File: src/sadc_map.svh
// Register offsets, fields, reset values and timing counts of the converter
// Contract
// - Continuous mode resolves eight bits, most significant bit first.
// - Single mode does one comparison of input against data-register code.
// - Mode select 0 is continuous conversion, 1 is single comparison.
// - Stop instruction clears the data register to zero.
// - Continuous mode supply on from start until done flag sets.
// - Single mode supply on from start or data write until result stored.
// - HALT suspends conversion, keeps supply on; release resumes it.
// - STOP aborts, initialises, cuts supply; stays idle until restarted.
// - Data register accumulates decisions, or supplies the written code.
// - Decision is 1 when input exceeds DAC voltage, else 0.
// - Decisions go to data bits in continuous, result flag in single.
// - A full conversion takes eight sampling and comparison steps.
// - Sampling lasts 14 core clocks; steps repeat every 48 core clocks.
// - Single result valid within three instructions after the write.
// - With mode select 0, data-register writes are ignored.
// - Four analog channels, one selected per operation.
`ifndef SADC_MAP_SVH
`define SADC_MAP_SVH
// ==========================================================================
// Register byte offsets
`define SADC_CTRL_OFS   12'h000
`define SADC_DATA_OFS   12'h004
`define SADC_STAT_OFS   12'h008
`define SADC_IRQ_OFS    12'h00C
`define SADC_MASK_OFS   12'h010
// ==========================================================================
// Control fields
`define SADC_CTRL_START 0
`define SADC_CTRL_MODE  1
`define SADC_CTRL_CHLO  2
`define SADC_CTRL_CHHI  3
// Status fields
`define SADC_STAT_DONE  0
`define SADC_STAT_CMP   1
`define SADC_STAT_BUSY  2
`define SADC_STAT_SUPP  3
// Event bits
`define SADC_EV_DONE    0
`define SADC_EV_CMP     1
// ==========================================================================
// Reset values and timing
`define SADC_DATA_RST   8'h00
`define SADC_SAMPLE_CC  14
`define SADC_STEP_CC    48
`endif

File: src/sadc_pkg.sv
// Types shared by the converter control
package sadc_pkg;
  typedef enum logic [1:0] {
    SADC_IDLE,
    SADC_SAMPLE,
    SADC_SETTLE
  } sadc_state_e;
  typedef struct packed {
    logic       mode;
    logic [1:0] chan;
  } sadc_cfg_s;
endpackage
File: src/sadc_ctrl.sv
// Successive-approximation converter control with APB registers
//
// Our own choices: the register addresses and register access over APB.
`timescale 1ns/1ps
`default_nettype none
`include "sadc_map.svh"
module sadc_ctrl
  import sadc_pkg::*;
#(
  parameter int STEPS = 8
) (
  input  wire logic        clk_i,
  input  wire logic        nrst_i,
  input  wire logic        psel_i,
  input  wire logic        penable_i,
  input  wire logic        pwrite_i,
  input  wire logic [11:0] paddr_i,
  input  wire logic [31:0] pwdata_i,
  output logic      [31:0] prdata_o,
  output logic             pready_o,
  output logic             pslverr_o,
  input  wire logic        halt_i,
  input  wire logic        stop_i,
  input  wire logic        comp_i,
  output logic      [7:0]  dac_code_o,
  output logic      [1:0]  analog_input_channel_o,
  output logic             sample_o,
  output logic             converter_reference_supply_o,
  output logic             irq_o
);
  // ========================================================================
  // Timing
  localparam int SAMPLE_CYC = `SADC_SAMPLE_CC;
  localparam int STEP_CYC   = `SADC_STEP_CC;

  sadc_state_e state_q;
  sadc_cfg_s   cfg_q;
  logic [7:0]  sar_data_register_q;
  logic [7:0]  trial_q;
  logic [2:0]  bit_q;
  logic [5:0]  cnt_q;
  logic        conversion_done_flag_q;
  logic        compare_result_flag_q;
  logic        supply_q;
  logic [1:0]  irq_st_q;
  logic [1:0]  irq_mask_q;
  logic        ev_done;
  logic        ev_cmp;

  // ========================================================================
  // APB decode
  logic wr_en;
  logic rd_sel;
  logic start_wr;
  logic data_wr;
  logic addr_ok;
  assign wr_en  = psel_i && penable_i && pwrite_i;
  assign rd_sel = psel_i && !pwrite_i;
  assign addr_ok = (paddr_i == `SADC_CTRL_OFS) ||
                   (paddr_i == `SADC_DATA_OFS) ||
                   (paddr_i == `SADC_STAT_OFS) ||
                   (paddr_i == `SADC_IRQ_OFS)  ||
                   (paddr_i == `SADC_MASK_OFS);
  assign pready_o  = 1'b1;
  assign pslverr_o = psel_i && penable_i && !addr_ok;
  assign start_wr = wr_en && (paddr_i == `SADC_CTRL_OFS) &&
                    pwdata_i[`SADC_CTRL_START] && !stop_i;
  // Writes ignored in continuous mode
  assign data_wr  = wr_en && (paddr_i == `SADC_DATA_OFS) &&
                    cfg_q.mode && !stop_i;

  // Read data register
  always_ff @(posedge clk_i or negedge nrst_i) begin
    if (!nrst_i) begin
      prdata_o <= 32'h0000_0000;
    end else if (rd_sel && !penable_i) begin
      unique case (paddr_i)
        `SADC_CTRL_OFS: prdata_o <= {28'h0000000, cfg_q.chan, cfg_q.mode,
                                     1'b0};
        `SADC_DATA_OFS: prdata_o <= {24'h000000, sar_data_register_q};
        `SADC_STAT_OFS: prdata_o <= {28'h0000000, supply_q,
                                     state_q != SADC_IDLE,
                                     compare_result_flag_q,
                                     conversion_done_flag_q};
        `SADC_IRQ_OFS:  prdata_o <= {30'h00000000, irq_st_q};
        `SADC_MASK_OFS: prdata_o <= {30'h00000000, irq_mask_q};
        default:        prdata_o <= 32'h0000_0000;
      endcase
    end
  end

  // Mode and channel configuration
  always_ff @(posedge clk_i or negedge nrst_i) begin
    if (!nrst_i) begin
      cfg_q <= '0;
    end else if (wr_en && paddr_i == `SADC_CTRL_OFS) begin
      cfg_q.mode <= pwdata_i[`SADC_CTRL_MODE];
      cfg_q.chan <= pwdata_i[`SADC_CTRL_CHHI:`SADC_CTRL_CHLO];
    end
  end

  // ========================================================================
  // Sequencer: sample for 14 cycles, settle to a 48-cycle step
  always_ff @(posedge clk_i or negedge nrst_i) begin
    if (!nrst_i) begin
      state_q <= SADC_IDLE;
      cnt_q   <= 6'd0;
      bit_q   <= 3'd0;
    end else if (stop_i) begin
      state_q <= SADC_IDLE;
      cnt_q   <= 6'd0;
      bit_q   <= 3'd0;
    end else if (start_wr || data_wr) begin
      state_q <= SADC_SAMPLE;
      cnt_q   <= 6'd0;
      bit_q   <= 3'(STEPS - 1);
    end else if (!halt_i) begin
      unique case (state_q)
        SADC_IDLE: begin
          cnt_q <= 6'd0;
        end
        SADC_SAMPLE: begin
          cnt_q <= cnt_q + 6'd1;
          if (cnt_q == 6'(SAMPLE_CYC - 1)) begin
            state_q <= SADC_SETTLE;
          end
        end
        SADC_SETTLE: begin
          cnt_q <= cnt_q + 6'd1;
          if (cnt_q == 6'(STEP_CYC - 1)) begin
            cnt_q <= 6'd0;
            if (cfg_q.mode || bit_q == 3'd0) begin
              state_q <= SADC_IDLE;
            end else begin
              state_q <= SADC_SAMPLE;
              bit_q   <= bit_q - 3'd1;
            end
          end
        end
      endcase
    end
  end

  // Decision taken at the end of sampling
  logic decide;
  assign decide = !stop_i && !halt_i && !start_wr && !data_wr &&
                  state_q == SADC_SAMPLE &&
                  cnt_q == 6'(SAMPLE_CYC - 1);
  assign ev_done = !stop_i && !halt_i && !start_wr && !data_wr &&
                   state_q == SADC_SETTLE &&
                   cnt_q == 6'(STEP_CYC - 1) &&
                   (cfg_q.mode || bit_q == 3'd0);
  assign ev_cmp  = decide && cfg_q.mode;

  // Data register: SAR accumulation or software code
  always_ff @(posedge clk_i or negedge nrst_i) begin
    if (!nrst_i) begin
      sar_data_register_q <= `SADC_DATA_RST;
    end else if (stop_i) begin
      sar_data_register_q <= `SADC_DATA_RST;
    end else if (data_wr) begin
      sar_data_register_q <= pwdata_i[7:0];
    end else if (start_wr && !pwdata_i[`SADC_CTRL_MODE]) begin
      // New mode decides the clear, so a switch from single mode is clean
      sar_data_register_q <= 8'h00;
    end else if (decide && !cfg_q.mode) begin
      sar_data_register_q[bit_q] <= comp_i;
    end
  end

  // Trial code for the DAC during continuous conversion
  always_comb begin
    trial_q = sar_data_register_q;
    if (!cfg_q.mode && state_q == SADC_SAMPLE) begin
      trial_q[bit_q] = 1'b1;
    end
  end
  // DAC code from flops: SAR trial or written code
  always_ff @(posedge clk_i or negedge nrst_i) begin
    if (!nrst_i) begin
      dac_code_o <= 8'h00;
    end else begin
      dac_code_o <= trial_q;
    end
  end

  // Flags
  always_ff @(posedge clk_i or negedge nrst_i) begin
    if (!nrst_i) begin
      conversion_done_flag_q <= 1'b0;
      compare_result_flag_q  <= 1'b0;
    end else if (stop_i) begin
      conversion_done_flag_q <= 1'b0;
      compare_result_flag_q  <= 1'b0;
    end else begin
      if (start_wr || data_wr) begin
        conversion_done_flag_q <= 1'b0;
      end else if (ev_done) begin
        conversion_done_flag_q <= 1'b1;
      end
      if (ev_cmp) begin
        compare_result_flag_q <= comp_i;
      end
    end
  end

  // Reference supply gate
  always_ff @(posedge clk_i or negedge nrst_i) begin
    if (!nrst_i) begin
      supply_q <= 1'b0;
    end else if (stop_i) begin
      supply_q <= 1'b0;
    end else if (start_wr || data_wr) begin
      supply_q <= 1'b1;
    end else if ((cfg_q.mode && ev_cmp) || (!cfg_q.mode && ev_done)) begin
      supply_q <= 1'b0;
    end
  end

  // Outputs
  always_ff @(posedge clk_i or negedge nrst_i) begin
    if (!nrst_i) begin
      analog_input_channel_o <= 2'b00;
      sample_o               <= 1'b0;
    end else begin
      analog_input_channel_o <= cfg_q.chan;
      sample_o <= (state_q == SADC_SAMPLE) && !stop_i;
    end
  end
  assign converter_reference_supply_o = supply_q;

  // ========================================================================
  // Interrupt status, set wins over write-one-clear
  always_ff @(posedge clk_i or negedge nrst_i) begin
    if (!nrst_i) begin
      irq_st_q   <= 2'b00;
      irq_mask_q <= 2'b00;
    end else begin
      if (wr_en && paddr_i == `SADC_MASK_OFS) begin
        irq_mask_q <= pwdata_i[1:0];
      end
      irq_st_q <= ((wr_en && paddr_i == `SADC_IRQ_OFS) ?
                   (irq_st_q & ~pwdata_i[1:0]) : irq_st_q) |
                  {ev_cmp, ev_done};
    end
  end
  assign irq_o = |(irq_st_q & irq_mask_q);

  // ========================================================================
  // Checks
  // Cycles since a comparison code was written, frozen by halt
  logic [5:0] cmp_age_q;
  always_ff @(posedge clk_i or negedge nrst_i) begin
    if (!nrst_i) begin
      cmp_age_q <= 6'h00;
    end else if (data_wr) begin
      cmp_age_q <= 6'h01;
    end else if (cfg_q.mode && state_q == SADC_SAMPLE &&
                 cmp_age_q != 6'h00) begin
      if (!halt_i) begin
        cmp_age_q <= cmp_age_q + 6'h01;
      end
    end else begin
      cmp_age_q <= 6'h00;
    end
  end
endmodule
`default_nettype wire

File: config.mk
export PLATFORM = sky130hd
export DESIGN_NAME = sadc_ctrl
export DESIGN_NICKNAME = d
export VERILOG_FILES = /design/src/sadc_pkg.sv /design/src/sadc_ctrl.sv
export VERILOG_INCLUDE_DIRS = /design/src
export SDC_FILE = /design/constraint.sdc
export NUM_CORES = 1
export LEC_CHECK = 0
export ABC_CLOCK_PERIOD_IN_PS = 2400
export CAP_MARGIN = 10
export CORE_AREA = 3 3 69 84
export CTS_BUF_LIST = sky130_fd_sc_hd__clkbuf_4 sky130_fd_sc_hd__clkbuf_8
export DETAILED_ROUTE_END_ITERATION = 8
export DIE_AREA = 0 0 72 87
export DONT_BUFFER_PORTS = 1
export HOLD_SLACK_MARGIN = 0.15
export PLACE_DENSITY_LB_ADDON = 0.25
export SETUP_SLACK_MARGIN = 0.5
export SKIP_CTS_REPAIR_TIMING = 1
export SLEW_MARGIN = 20
export SYNTH_ARGS = -nofsm -noshare
export SYNTH_HDL_FRONTEND = slang
export SYNTH_SLANG_ARGS = --single-unit
File: constraint.sdc
create_clock -name clk_i -period 2.4 [get_ports clk_i]
set_input_delay 0.12 -clock clk_i [delete_from_list [all_inputs] [get_ports clk_i]]
set_output_delay 0.12 -clock clk_i [all_outputs]
set_load 0.05 [all_outputs]
==> results.sh, run 1 <==
export IMPL_die_y_um=87
export IMPL_rsz0062_at_grt="true"
export IMPL_grt_pass1_vias=2026
export IMPL_p_int_uw=1310
export IMPL_track_usage=0.199
export IMPL_syn_avg_cell_area_um2=9.19
export IMPL_via_count=2231
export IMPL_synth_top_family_by_area="compound AO/OA/AOI/OAI gates"
export IMPL_tns_ns=0
export IMPL_seqPwrFrac=0.477
export IMPL_yosysWarnings=0
export IMPL_power_leakage_uw=0.00149
export IMPL_timing_final_crit_share=0.837
export IMPL_cts_sinks=48
export IMPL_path_delay_family="simple AND/OR/NAND/NOR gates"
export IMPL_firstDrtPassIters=4
export IMPL_grt_first_pass_wirelength_mm=9.75
export IMPL_antenna_found_initial=0
export IMPL_cpPeakStageDelay_ns=0.41
export IMPL_synth_area_mux_share=0.0429
export IMPL_finalCriticalPeriod_ns=2.01
export IMPL_violations="hold timing"
export IMPL_outcome="finished, violations left"
export IMPL_r2r_cells=7
export IMPL_crit_chain="and3b_2 -> nand3b_1 -> or3_4 -> or3_4 -> buf_4 -> o21ai_2 -> a22oi_1"
export IMPL_synthCells=301
export IMPL_clk_pin_slew_worst_paths_ns=0.09
export IMPL_synth_edf_count=0
export IMPL_cp_buffers_inverters=1
export IMPL_cp_common_cell="or3_4"
export IMPL_placed_area_um2=2720
export IMPL_io_buffers=0
export IMPL_power_density_nw_per_um2=615
export IMPL_worstPathArrival_ns=2.17
export IMPL_worstPathRequired_ns=2.56
export IMPL_swShare=0.342
export IMPL_synth_seq_area_share=0.434
export IMPL_grt_start_max_net_pins=49
export IMPL_ys_ff_latch=48
export IMPL_setup_ws_ns=0.391
export IMPL_drt_wl_total_mm=6.50
export IMPL_finClkSkew_ns=0.00505
export IMPL_fp_dieW_um=72
export IMPL_synth_xor_area_frac=0
export IMPL_ant_nets=0
export IMPL_cts_tree="yes"
export IMPL_synth_top_area_share=0.434
export IMPL_n_fill_cell=404
export IMPL_power_total_uw=2000
export IMPL_hold_slack_ns=-0.0283
export IMPL_synthFlopType="dfrtp_1"
export IMPL_relSlewSlack=0.293
export IMPL_path_max_fanout=7
export IMPL_synthArstFlopShare=1.00
export IMPL_area_growth_pct=17.3
export IMPL_synth_compound_area_frac=0.189
export IMPL_setup_violations=0
export IMPL_core_um2=5010
export IMPL_yosysMostFrequentCell="dfrtp_1"
export IMPL_ios=99
export IMPL_synth_adder_area_share=0.0316
export IMPL_setup_worst_path_end_class="flip-flop"
export IMPL_numCtsBuffers=5
export IMPL_design_area_um2=3250
export IMPL_grt_ovfl_total=0
export IMPL_fmax_mhz=498
export IMPL_diodes=0
export IMPL_drv_slew=0
export IMPL_drt_iter0_drc=190
export IMPL_synthTopCellsByArea="dfrtp_1 (43%), buf_4 (7.1%), a21oi_1 (4.3%), nand2_1 (4.2%), nor2_1 (3.4%)"
export IMPL_maxCapViolations=0
export IMPL_holdPathStages=2
export IMPL_synthDistinctLibCells=47
export IMPL_clock_root_buffer="clkbuf_8"
export IMPL_synth_simple_gate_area_frac=0.188
export IMPL_path_depth=7
export IMPL_combPwrFrac=0.219
export IMPL_tightest_slew_ns=1.06
export IMPL_place_ws_ns=0.204
export IMPL_htree_levels=2
export IMPL_nets=388
export IMPL_vias_per_cell=5.72
export IMPL_crit_type="reg2reg"
export IMPL_netlist_area_um2=2770
export IMPL_slowest_stage="dfrtp_1"
export IMPL_ir_worst_vdd_v=0.000493
export IMPL_place_hpwl_mm=4.32
export IMPL_gp_congestion=0.841
export IMPL_switchingPower_uw=683
export IMPL_drc_errors=0
export IMPL_insertion_delay_ns=0.31
export IMPL_hold_viol=1
export IMPL_die_area_um2=6260
export IMPL_power_frac_clock=0.304
export IMPL_synth_largest_area_cell="dfrtp_1"
export IMPL_rows=28
export IMPL_min_path_type="in2reg"
export IMPL_clk_path_buf_depth=2
export IMPL_synth_common_cells="dfrtp_1 (48), nand2_1 (31), buf_4 (26)"
export IMPL_layout_drive_gt1_share=0.179
export IMPL_start_util=0.552
export IMPL_routedWlPerCell_um=16.7
export IMPL_start_kind="flip-flop"
area by class of cell:
type,count,area [um^2],area share
clock inverters,3,46.3,0.0143
repair buffers,37,353,0.109
multi-input cells,224,1450,0.446
clock buffers,5,68.8,0.0212
flip-flops and latches,48,1210,0.371
inverters,13,48.8,0.0150
well taps,60,75.1,0.0231
cells in the final DEF, fill, tap and decap left out, drive strengths merged, types with 5 or more instances in the layout:
cell type and count:
dfrtp 48, nand2 31, conb 25, nor2 25, a21oi 25, dlygate4sd3 19, buf 18, inv 14
nor3 13, o21ai 11, a21o 10, a22oi 9, nand3 7, ha 7, o31ai 7, a22o 5
clkbuf 5, mux2 5
worst paths after layout:
kind | from | end | slack, ns
max | cnt_q[4] | sar_data_register_q[3] | 0.39
min reg2reg | cfg_q[0] | analog_input_channel_o[0] | 0.40
min | comp_i | compare_result_flag_q | -0.03
min in group asynchronous | nrst_i | dac_code_o[3] | 0.34
max in group asynchronous | nrst_i | cnt_q[0] | 1.84
max reg2reg | cnt_q[4] | sar_data_register_q[3] | 0.39
cells by family (layout without fill, tap and decap cells):
kind of cell | count (synthesis) | after routing
other | 2 | 25
buffers and inverters | 52 | 58
flip-flops | 48 | 48
AND/OR/NAND/NOR | 102 | 102
multiplexers | 10 | 10
adder cells (fa/ha/maj) | 7 | 7
AO/OA/AOI/OAI | 80 | 80
metrics by stage:
stage,cells,utilization,hold slack [ns]
4_1_cts,359,0.566,-0.509
3_5_place_dp,351,0.543,-0.175
2_1_floorplan,324,-,-0.176
5_1_grt,390,0.648,-0.0183
3_3_place_gp,351,0.543,-0.175
6_report,390,0.648,-0.0283
flip-flops by register name, indices dropped and copies added, names as in the netlist:
signal	flops
converter_reference_supply_o	1
sar_data_register_q	8
analog_input_channel_o	2
dac_code_o	8
cfg_q	3
state_q	2
sample_o	1
prdata_o	8
cnt_q	6
irq_mask_q	2
bit_q	3
compare_result_flag_q	1
irq_st_q	2
conversion_done_flag_q	1
per-layer routing:
metal | vias up | global-route usage | part of all wire
met4 | 0 | 0.0650 | 0.022
met2 | 67 | 0.339 | 0.54
met3 | 11 | 0.0497 | 0.050
met5 | - | 0 | 0
li1 | 1064 | - | -
met1 | 1089 | 0.245 | 0.39
power by group through the flow:
stage / Clock (uW) / Sequential (uW) / Combinational [uW]
after floorplan: 0 / 937 / 341
after global placement: 0 / 959 / 326
after detailed placement: 0 / 962 / 330
after CTS: 612 / 945 / 333
after global routing: 644 / 961 / 482
final: 608 / 953 / 436
(Power assumes the default switching activity.)
==> run 2, diff against run 1 <==
ABC_AREA = 1   (was unset)
ABC_CLOCK_PERIOD_IN_PS = 1700   (was 2400)
CORE_AREA = 3 3 73 89   (was 3 3 69 84)
DIE_AREA = 0 0 76 92   (was 0 0 72 87)
clock period = 1.7 ns   (was 2.4 ns; I/O delays follow)
==> run 2 against run 1 <==
  * The run still ends with hold timing left
  * Sequential share of layout area fell by 4.9 points
  * Final cell count grew 35%
  * Die area grew 12%
  * Maximum frequency rose by 29%
  * Critical path type unchanged
  * Largest power group unchanged
  * Critical endpoint is now bit_q[1]
  * Largest cell class unchanged
  * Critical path depth rose by 1
==> results.sh, run 2 <==
export IMPL_clk_pin_slew_worst_paths_ns=0.10
export IMPL_slowest_stage="dfrtp_1"
export IMPL_fmax_mhz=642
export IMPL_drt_wl_total_mm=7.63
export IMPL_tightest_slew_ns=0.551
export IMPL_worstPathArrival_ns=1.75
export IMPL_antenna_found_initial=0
export IMPL_instances_no_fill=527
export IMPL_hold_slack_ns=-0.533
export IMPL_drc_errors=0
export IMPL_ant_nets=0
export IMPL_insertion_delay_ns=0.30
export IMPL_tns_ns=0
export IMPL_min_path_type="in2async"
export IMPL_finClkSkew_ns=0.0103
export IMPL_clock_root_buffer="clkbuf_8"
export IMPL_violations="hold timing"
export IMPL_start_util=0.547
export IMPL_netlist_area_um2=3100
export IMPL_synth_edf_count=0
export IMPL_track_usage=0.195
export IMPL_startpoint="cnt_q[1]"
export IMPL_n_fill_cell=462
export IMPL_grt_pass1_vias=2421
export IMPL_diodes=0
export IMPL_die_y_um=92
export IMPL_start_kind="flip-flop"
export IMPL_vias_per_cell=5.22
export IMPL_grt_ovfl_total=0
export IMPL_synthTopCellsByArea="dfrtp_1 (39%), nand2_1 (9.4%), inv_1 (7.1%), buf_4 (6.1%), o21ai_0 (5.3%)"
export IMPL_seq_area_um2=1200
export IMPL_grt_first_pass_wirelength_mm=11.3
export IMPL_cts_tree="yes"
export IMPL_synthCells=405
export IMPL_multi_input_area_um2=1670
export IMPL_ios=99
export IMPL_synth_common_cells="nand2_1 (78), inv_1 (59), dfrtp_1 (48)"
export IMPL_core_um2=5670
export IMPL_timing_rr_start="cnt_q[1]"
export IMPL_outcome="finished, violations left"
export IMPL_syn_avg_cell_area_um2=7.66
export IMPL_setup_violations=0
export IMPL_numCtsBuffers=5
export IMPL_place_hpwl_mm=5.36
export IMPL_synthArstFlopShare=1.00
export IMPL_nets=505
export IMPL_fin_util=0.658
export IMPL_cts_sinks=48
export IMPL_layout_drive_gt1_share=0.228
export IMPL_rows=30
export IMPL_relSlewSlack=0.633
export IMPL_power_density_nw_per_um2=683
export IMPL_layout_common_cells="nand2_1 (75), inv_1 (51), dfrtp_1 (48), nand3_1 (26), conb_1 (25)"
export IMPL_place_inst=488
export IMPL_drt_iter0_drc=219
export IMPL_ir_worst_vdd_v=0.000392
export IMPL_setup_worst_path_end_class="flip-flop"
export IMPL_fp_dieW_um=76
export IMPL_crit_chain="ha_2 -> nand2_2 -> nor2_4 -> nand3_4 -> buf_6 -> o211ai_2 -> buf_4 -> o22ai_1"
export IMPL_firstDrtPassIters=5
export IMPL_die_area_um2=6990
export IMPL_power_leakage_uw=0.00178
export IMPL_synthDistinctLibCells=39
export IMPL_hold_viol=48
export IMPL_io_buffers=0
export IMPL_synth_top_area_share=0.387
export IMPL_synthFlopType="dfrtp_1"
export IMPL_maxCapViolations=0
export IMPL_power_total_uw=2550
export IMPL_via_count=2752
export IMPL_synth_largest_area_cell="dfrtp_1"
export IMPL_reg_top3="dac_code_o: 8 flops, prdata_o: 8 flops, sar_data_register_q: 8 flops"
export IMPL_drv_slew=0
export IMPL_clk_path_buf_depth=2
export IMPL_yosysWarnings=0
export IMPL_path_max_fanout=5
export IMPL_ys_ff_latch=48
export IMPL_synth_seq_area_share=0.387
export IMPL_yosysMostFrequentCell="nand2_1"
export IMPL_htree_levels=2
export IMPL_timing_final_crit_share=0.917
export IMPL_crit_type="reg2reg"
export IMPL_worstPathRequired_ns=1.89
export IMPL_gp_congestion=0.839
export IMPL_r2r_cells=8
export IMPL_grt_start_max_net_pins=49
export IMPL_rsz0062_at_grt="true"
export IMPL_layout_commonest_cell="nand2_1"
export IMPL_area_growth_pct=20.3
export IMPL_cpPeakStageDelay_ns=0.37
export IMPL_routedWlPerCell_um=14.5
export IMPL_finalCriticalPeriod_ns=1.56
run 2: cell types whose count changed in the layout (fill, tap and decap cells not counted), moves of 9 or more:
cell	before	now
inv_2	1	13
a22oi_1	9	0
a21o_1	10	0
inv_1	12	51
nand2_1	30	75
o21ai_0	6	23
nor2_2	0	9
o21ai_1	2	14
a21oi_1	24	5
nand4_1	1	18
nand3_1	7	26
run 2: final cells by class:
cell class,count,share of cell area
Timing Repair inverter,1,0.00201
Inverter,69,0.0725
Tap cell,80,0.0268
Clock inverter,3,0.0127
Clock buffer,5,0.0185
Sequential cell,48,0.322
Timing Repair Buffer,40,0.0976
Multi-Input combinational cell,281,0.448
run 2: metal layers:
layer | vias to the layer above | global-route usage | wire length (um)
met2 | 92 | 0.350 | 4090
met3 | 12 | 0.0295 | 313
met4 | 0 | 0.0529 | 139
met5 | - | 0 | 0
met1 | 1300 | 0.245 | 3090
li1 | 1348 | - | -
run 2: final timing paths:
path                                             endpoint  slack [ns]
worst max-delay path                             bit_q[1]        0.14
max in group asynchronous                        cnt_q[3]        2.14
worst max register to register                   bit_q[1]        0.14
min in group clk_i                          irq_mask_q[1]        0.13
worst min-delay path                        dac_code_o[6]       -0.53
worst min register to register  analog_input_channel_o[0]        0.42
run 2: worst max-delay path: cells and delay by family (launching register included):
family,cells,cell delay [ns]
compound gates,2,0.25
simple gates,3,0.34
fa+ha+maj,1,0.20
flops,1,0.37
buf+inv,2,0.30
run 2: kinds of logic after synthesis:
kind of cell    after synthesis  share of synthesized area
fa+ha+maj                     7                     0.0282
flops                        48                      0.387
other cells                   2                    0.00242
simple gates                186                      0.301
xor+xnor                      2                    0.00565
compound gates               60                      0.117
buf+inv                     100                      0.159
run 2: stage by stage:
stage | cell area (um^2) | setup slack [ns]
2_1_floorplan | 3280 | 0.204
3_3_place_gp | 3220 | 0.116
5_1_grt | 3730 | 0.0271
6_report | 3730 | 0.141
3_5_place_dp | 3220 | 0.0793
4_1_cts | 3330 | 0.0438
run 2: power breakdown:
| group | leakage [uW] | internal [uW] | switching, uW | total, uW |
|---|---|---|---|---|
| Sequential | 0.000663 | 1170 | 62.4 | 1230 |
| Clock | 0.0000583 | 443 | 399 | 842 |
| Combinational | 0.00106 | 135 | 335 | 470 |
| Total | 0.00178 | 1750 | 796 | 2550 |
==> run 3, diff against run 2 <==
ABC_CLOCK_PERIOD_IN_PS = unset   (was 1700)
CORE_AREA = 3 3 106 128   (was 3 3 73 89)
DIE_AREA = 0 0 109 131   (was 0 0 76 92)
==> run 3 against run 2 <==
  * The flow still finishes with violations (hold timing)
  * Non-clock buffer count unchanged
  * Sequential share of layout area decreased by 0.89 points
  * Utilization decreased by 35 points
  * Maximum frequency increased by 0.31%
  * First-iteration DRC count decreased by 30%
  * Design area increased by 2.9%
  * Combinational power about the same
  * Global-route usage decreased by 8.5 points
  * Die area increased by 100%
  * Sequential power about the same
  * Critical path type unchanged
  * Largest cell class unchanged
  * Largest power group unchanged
==> results.sh, run 3 (synthesis gave the netlist of run 2 again) <==
export IMPL_fp_dieW_um=109
export IMPL_reg_top3="dac_code_o: 8 flops, prdata_o: 8 flops, sar_data_register_q: 8 flops"
export IMPL_start_kind="flip-flop"
export IMPL_multi_input_area_um2=1700
export IMPL_numCtsBuffers=5
export IMPL_drc_errors=0
export IMPL_outcome="finished, violations left"
export IMPL_track_usage=0.110
export IMPL_timing_rr_start="bit_q[1]"
export IMPL_r2r_cells=8
export IMPL_grt_first_pass_wirelength_mm=12.3
export IMPL_finalCriticalPeriod_ns=1.55
export IMPL_worstPathRequired_ns=1.90
export IMPL_path_delay_family="flip-flops"
export IMPL_area_growth_pct=23.7
export IMPL_hold_viol=48
export IMPL_startpoint="bit_q[1]"
export IMPL_drt_iter0_drc=153
export IMPL_setup_worst_path_end_class="flip-flop"
export IMPL_design_area_um2=3840
export IMPL_cts_tree="yes"
export IMPL_io_buffers=0
export IMPL_ir_worst_vdd_v=0.000246
export IMPL_reg2reg_slack_ns=0.15
export IMPL_maxCapViolations=0
export IMPL_grt_use_met1=0.132
export IMPL_diodes=0
export IMPL_clk_pin_slew_worst_paths_ns=0.09
export IMPL_finClkSkew_ns=0.00765
export IMPL_antenna_found_initial=0
export IMPL_power_leakage_uw=0.00180
export IMPL_place_hpwl_mm=6.03
export IMPL_clock_root_buffer="clkbuf_8"
export IMPL_placed_area_um2=3340
export IMPL_min_path_type="in2async"
export IMPL_grt_start_max_net_pins=49
export IMPL_nets=505
export IMPL_vias_per_cell=4.46
export IMPL_tns_ns=0
export IMPL_cp_common_cell="ha_4"
export IMPL_crit_chain="inv_2 -> ha_4 -> ha_4 -> nor3_4 -> nand2_1 -> o211ai_2 -> buf_4 -> o22ai_1"
export IMPL_cts_sinks=48
export IMPL_drv_slew=0
export IMPL_power_density_nw_per_um2=641
export IMPL_firstDrtPassIters=4
export IMPL_drt_wl_total_mm=8.04
export IMPL_power_total_uw=2460
export IMPL_start_util=0.247
export IMPL_r2r_end="bit_q[0]"
export IMPL_worstPathArrival_ns=1.75
export IMPL_ant_nets=0
export IMPL_die_y_um=131
export IMPL_layout_commonest_cell="nand2_1"
export IMPL_die_area_um2=14300
export IMPL_core_um2=12600
export IMPL_ios=99
export IMPL_hold_slack_ns=-0.541
export IMPL_cp_buffers_inverters=2
export IMPL_n_fill_cell=1339
export IMPL_violations="hold timing"
export IMPL_layout_drive_gt1_share=0.230
export IMPL_htree_levels=2
export IMPL_seq_area_um2=1200
export IMPL_use_met3=0.0182
export IMPL_grt_ovfl_total=0
export IMPL_fmax_mhz=643
export IMPL_grt_pass1_vias=2451
export IMPL_path_max_fanout=5
export IMPL_layout_common_cells="nand2_1 (74), inv_1 (52), dfrtp_1 (48)"
export IMPL_met2_usage=0.190
export IMPL_crit_type="reg2reg"
export IMPL_cpPeakStageDelay_ns=0.43
export IMPL_routedWlPerCell_um=13.2
export IMPL_setup_violations=0
export IMPL_via_count=2725
export IMPL_gp_congestion=0.793
export IMPL_rows=45
export IMPL_clk_path_buf_depth=2
export IMPL_timing_final_crit_share=0.914
export IMPL_insertion_delay_ns=0.31
export IMPL_slowest_stage="dfrtp_1"
export IMPL_rsz0062_at_grt="true"
export IMPL_busiest_layer="met2"
[run 3: metrics by stage]
step	setup WS, ns	utilization	hold slack, ns	std cells
6_report	0.146	0.306	-0.541	611
2_1_floorplan	0.204	-	-0.211	428
3_5_place_dp	0.0746	0.266	-0.209	574
3_3_place_gp	0.0915	0.266	-0.210	574
5_1_grt	0.0348	0.306	-0.562	611
4_1_cts	0.0571	0.273	-0.561	582
[run 3: layout make-up]
class,instances,share of cell area
Multi-Input combinational cell,281,0.443
Sequential cell,48,0.313
Timing Repair Buffer,40,0.0910
Inverter,69,0.0718
Tap cell,164,0.0535
Clock buffer,8,0.0254
Timing Repair inverter,1,0.00196
[run 3: metal layers]
| layer | part of all wire | up-vias |
|---|---|---|
| li1 | - | 1358 |
| met1 | 0.42 | 1287 |
| met2 | 0.51 | 68 |
| met3 | 0.042 | 12 |
| met4 | 0.030 | 0 |
| met5 | 0 | - |
[run 3: power by group]
part | total [uW] | switching [uW] | internal, uW
clock network | 748 | 384 | 364
registers | 1240 | 67.0 | 1170
logic | 472 | 330 | 142
[run 3: worst max-delay path by stage]
| stage | to | slack [ns] | cells past startpoint |
|---|---|---|---|
| 5_1_grt | state_q[0] | 0.03 | 10 |
| 6_report | bit_q[0] | 0.15 | 8 |
| 3_3_place_gp | bit_q[0] | 0.09 | 8 |
| 3_5_place_dp | state_q[0] | 0.07 | 10 |
| 4_1_cts | bit_q[0] | 0.06 | 8 |
| 2_1_floorplan | bit_q[0] | 0.20 | 9 |
[run 3: worst reg2reg max path, stage by stage (launching register included)]
cell	delay [ns]
dfrtp_1	0.43
inv_2	0.07
ha_4	0.16
ha_4	0.17
nor3_4	0.12
nand2_1	0.08
o211ai_2	0.20
buf_4	0.15
o22ai_1	0.07
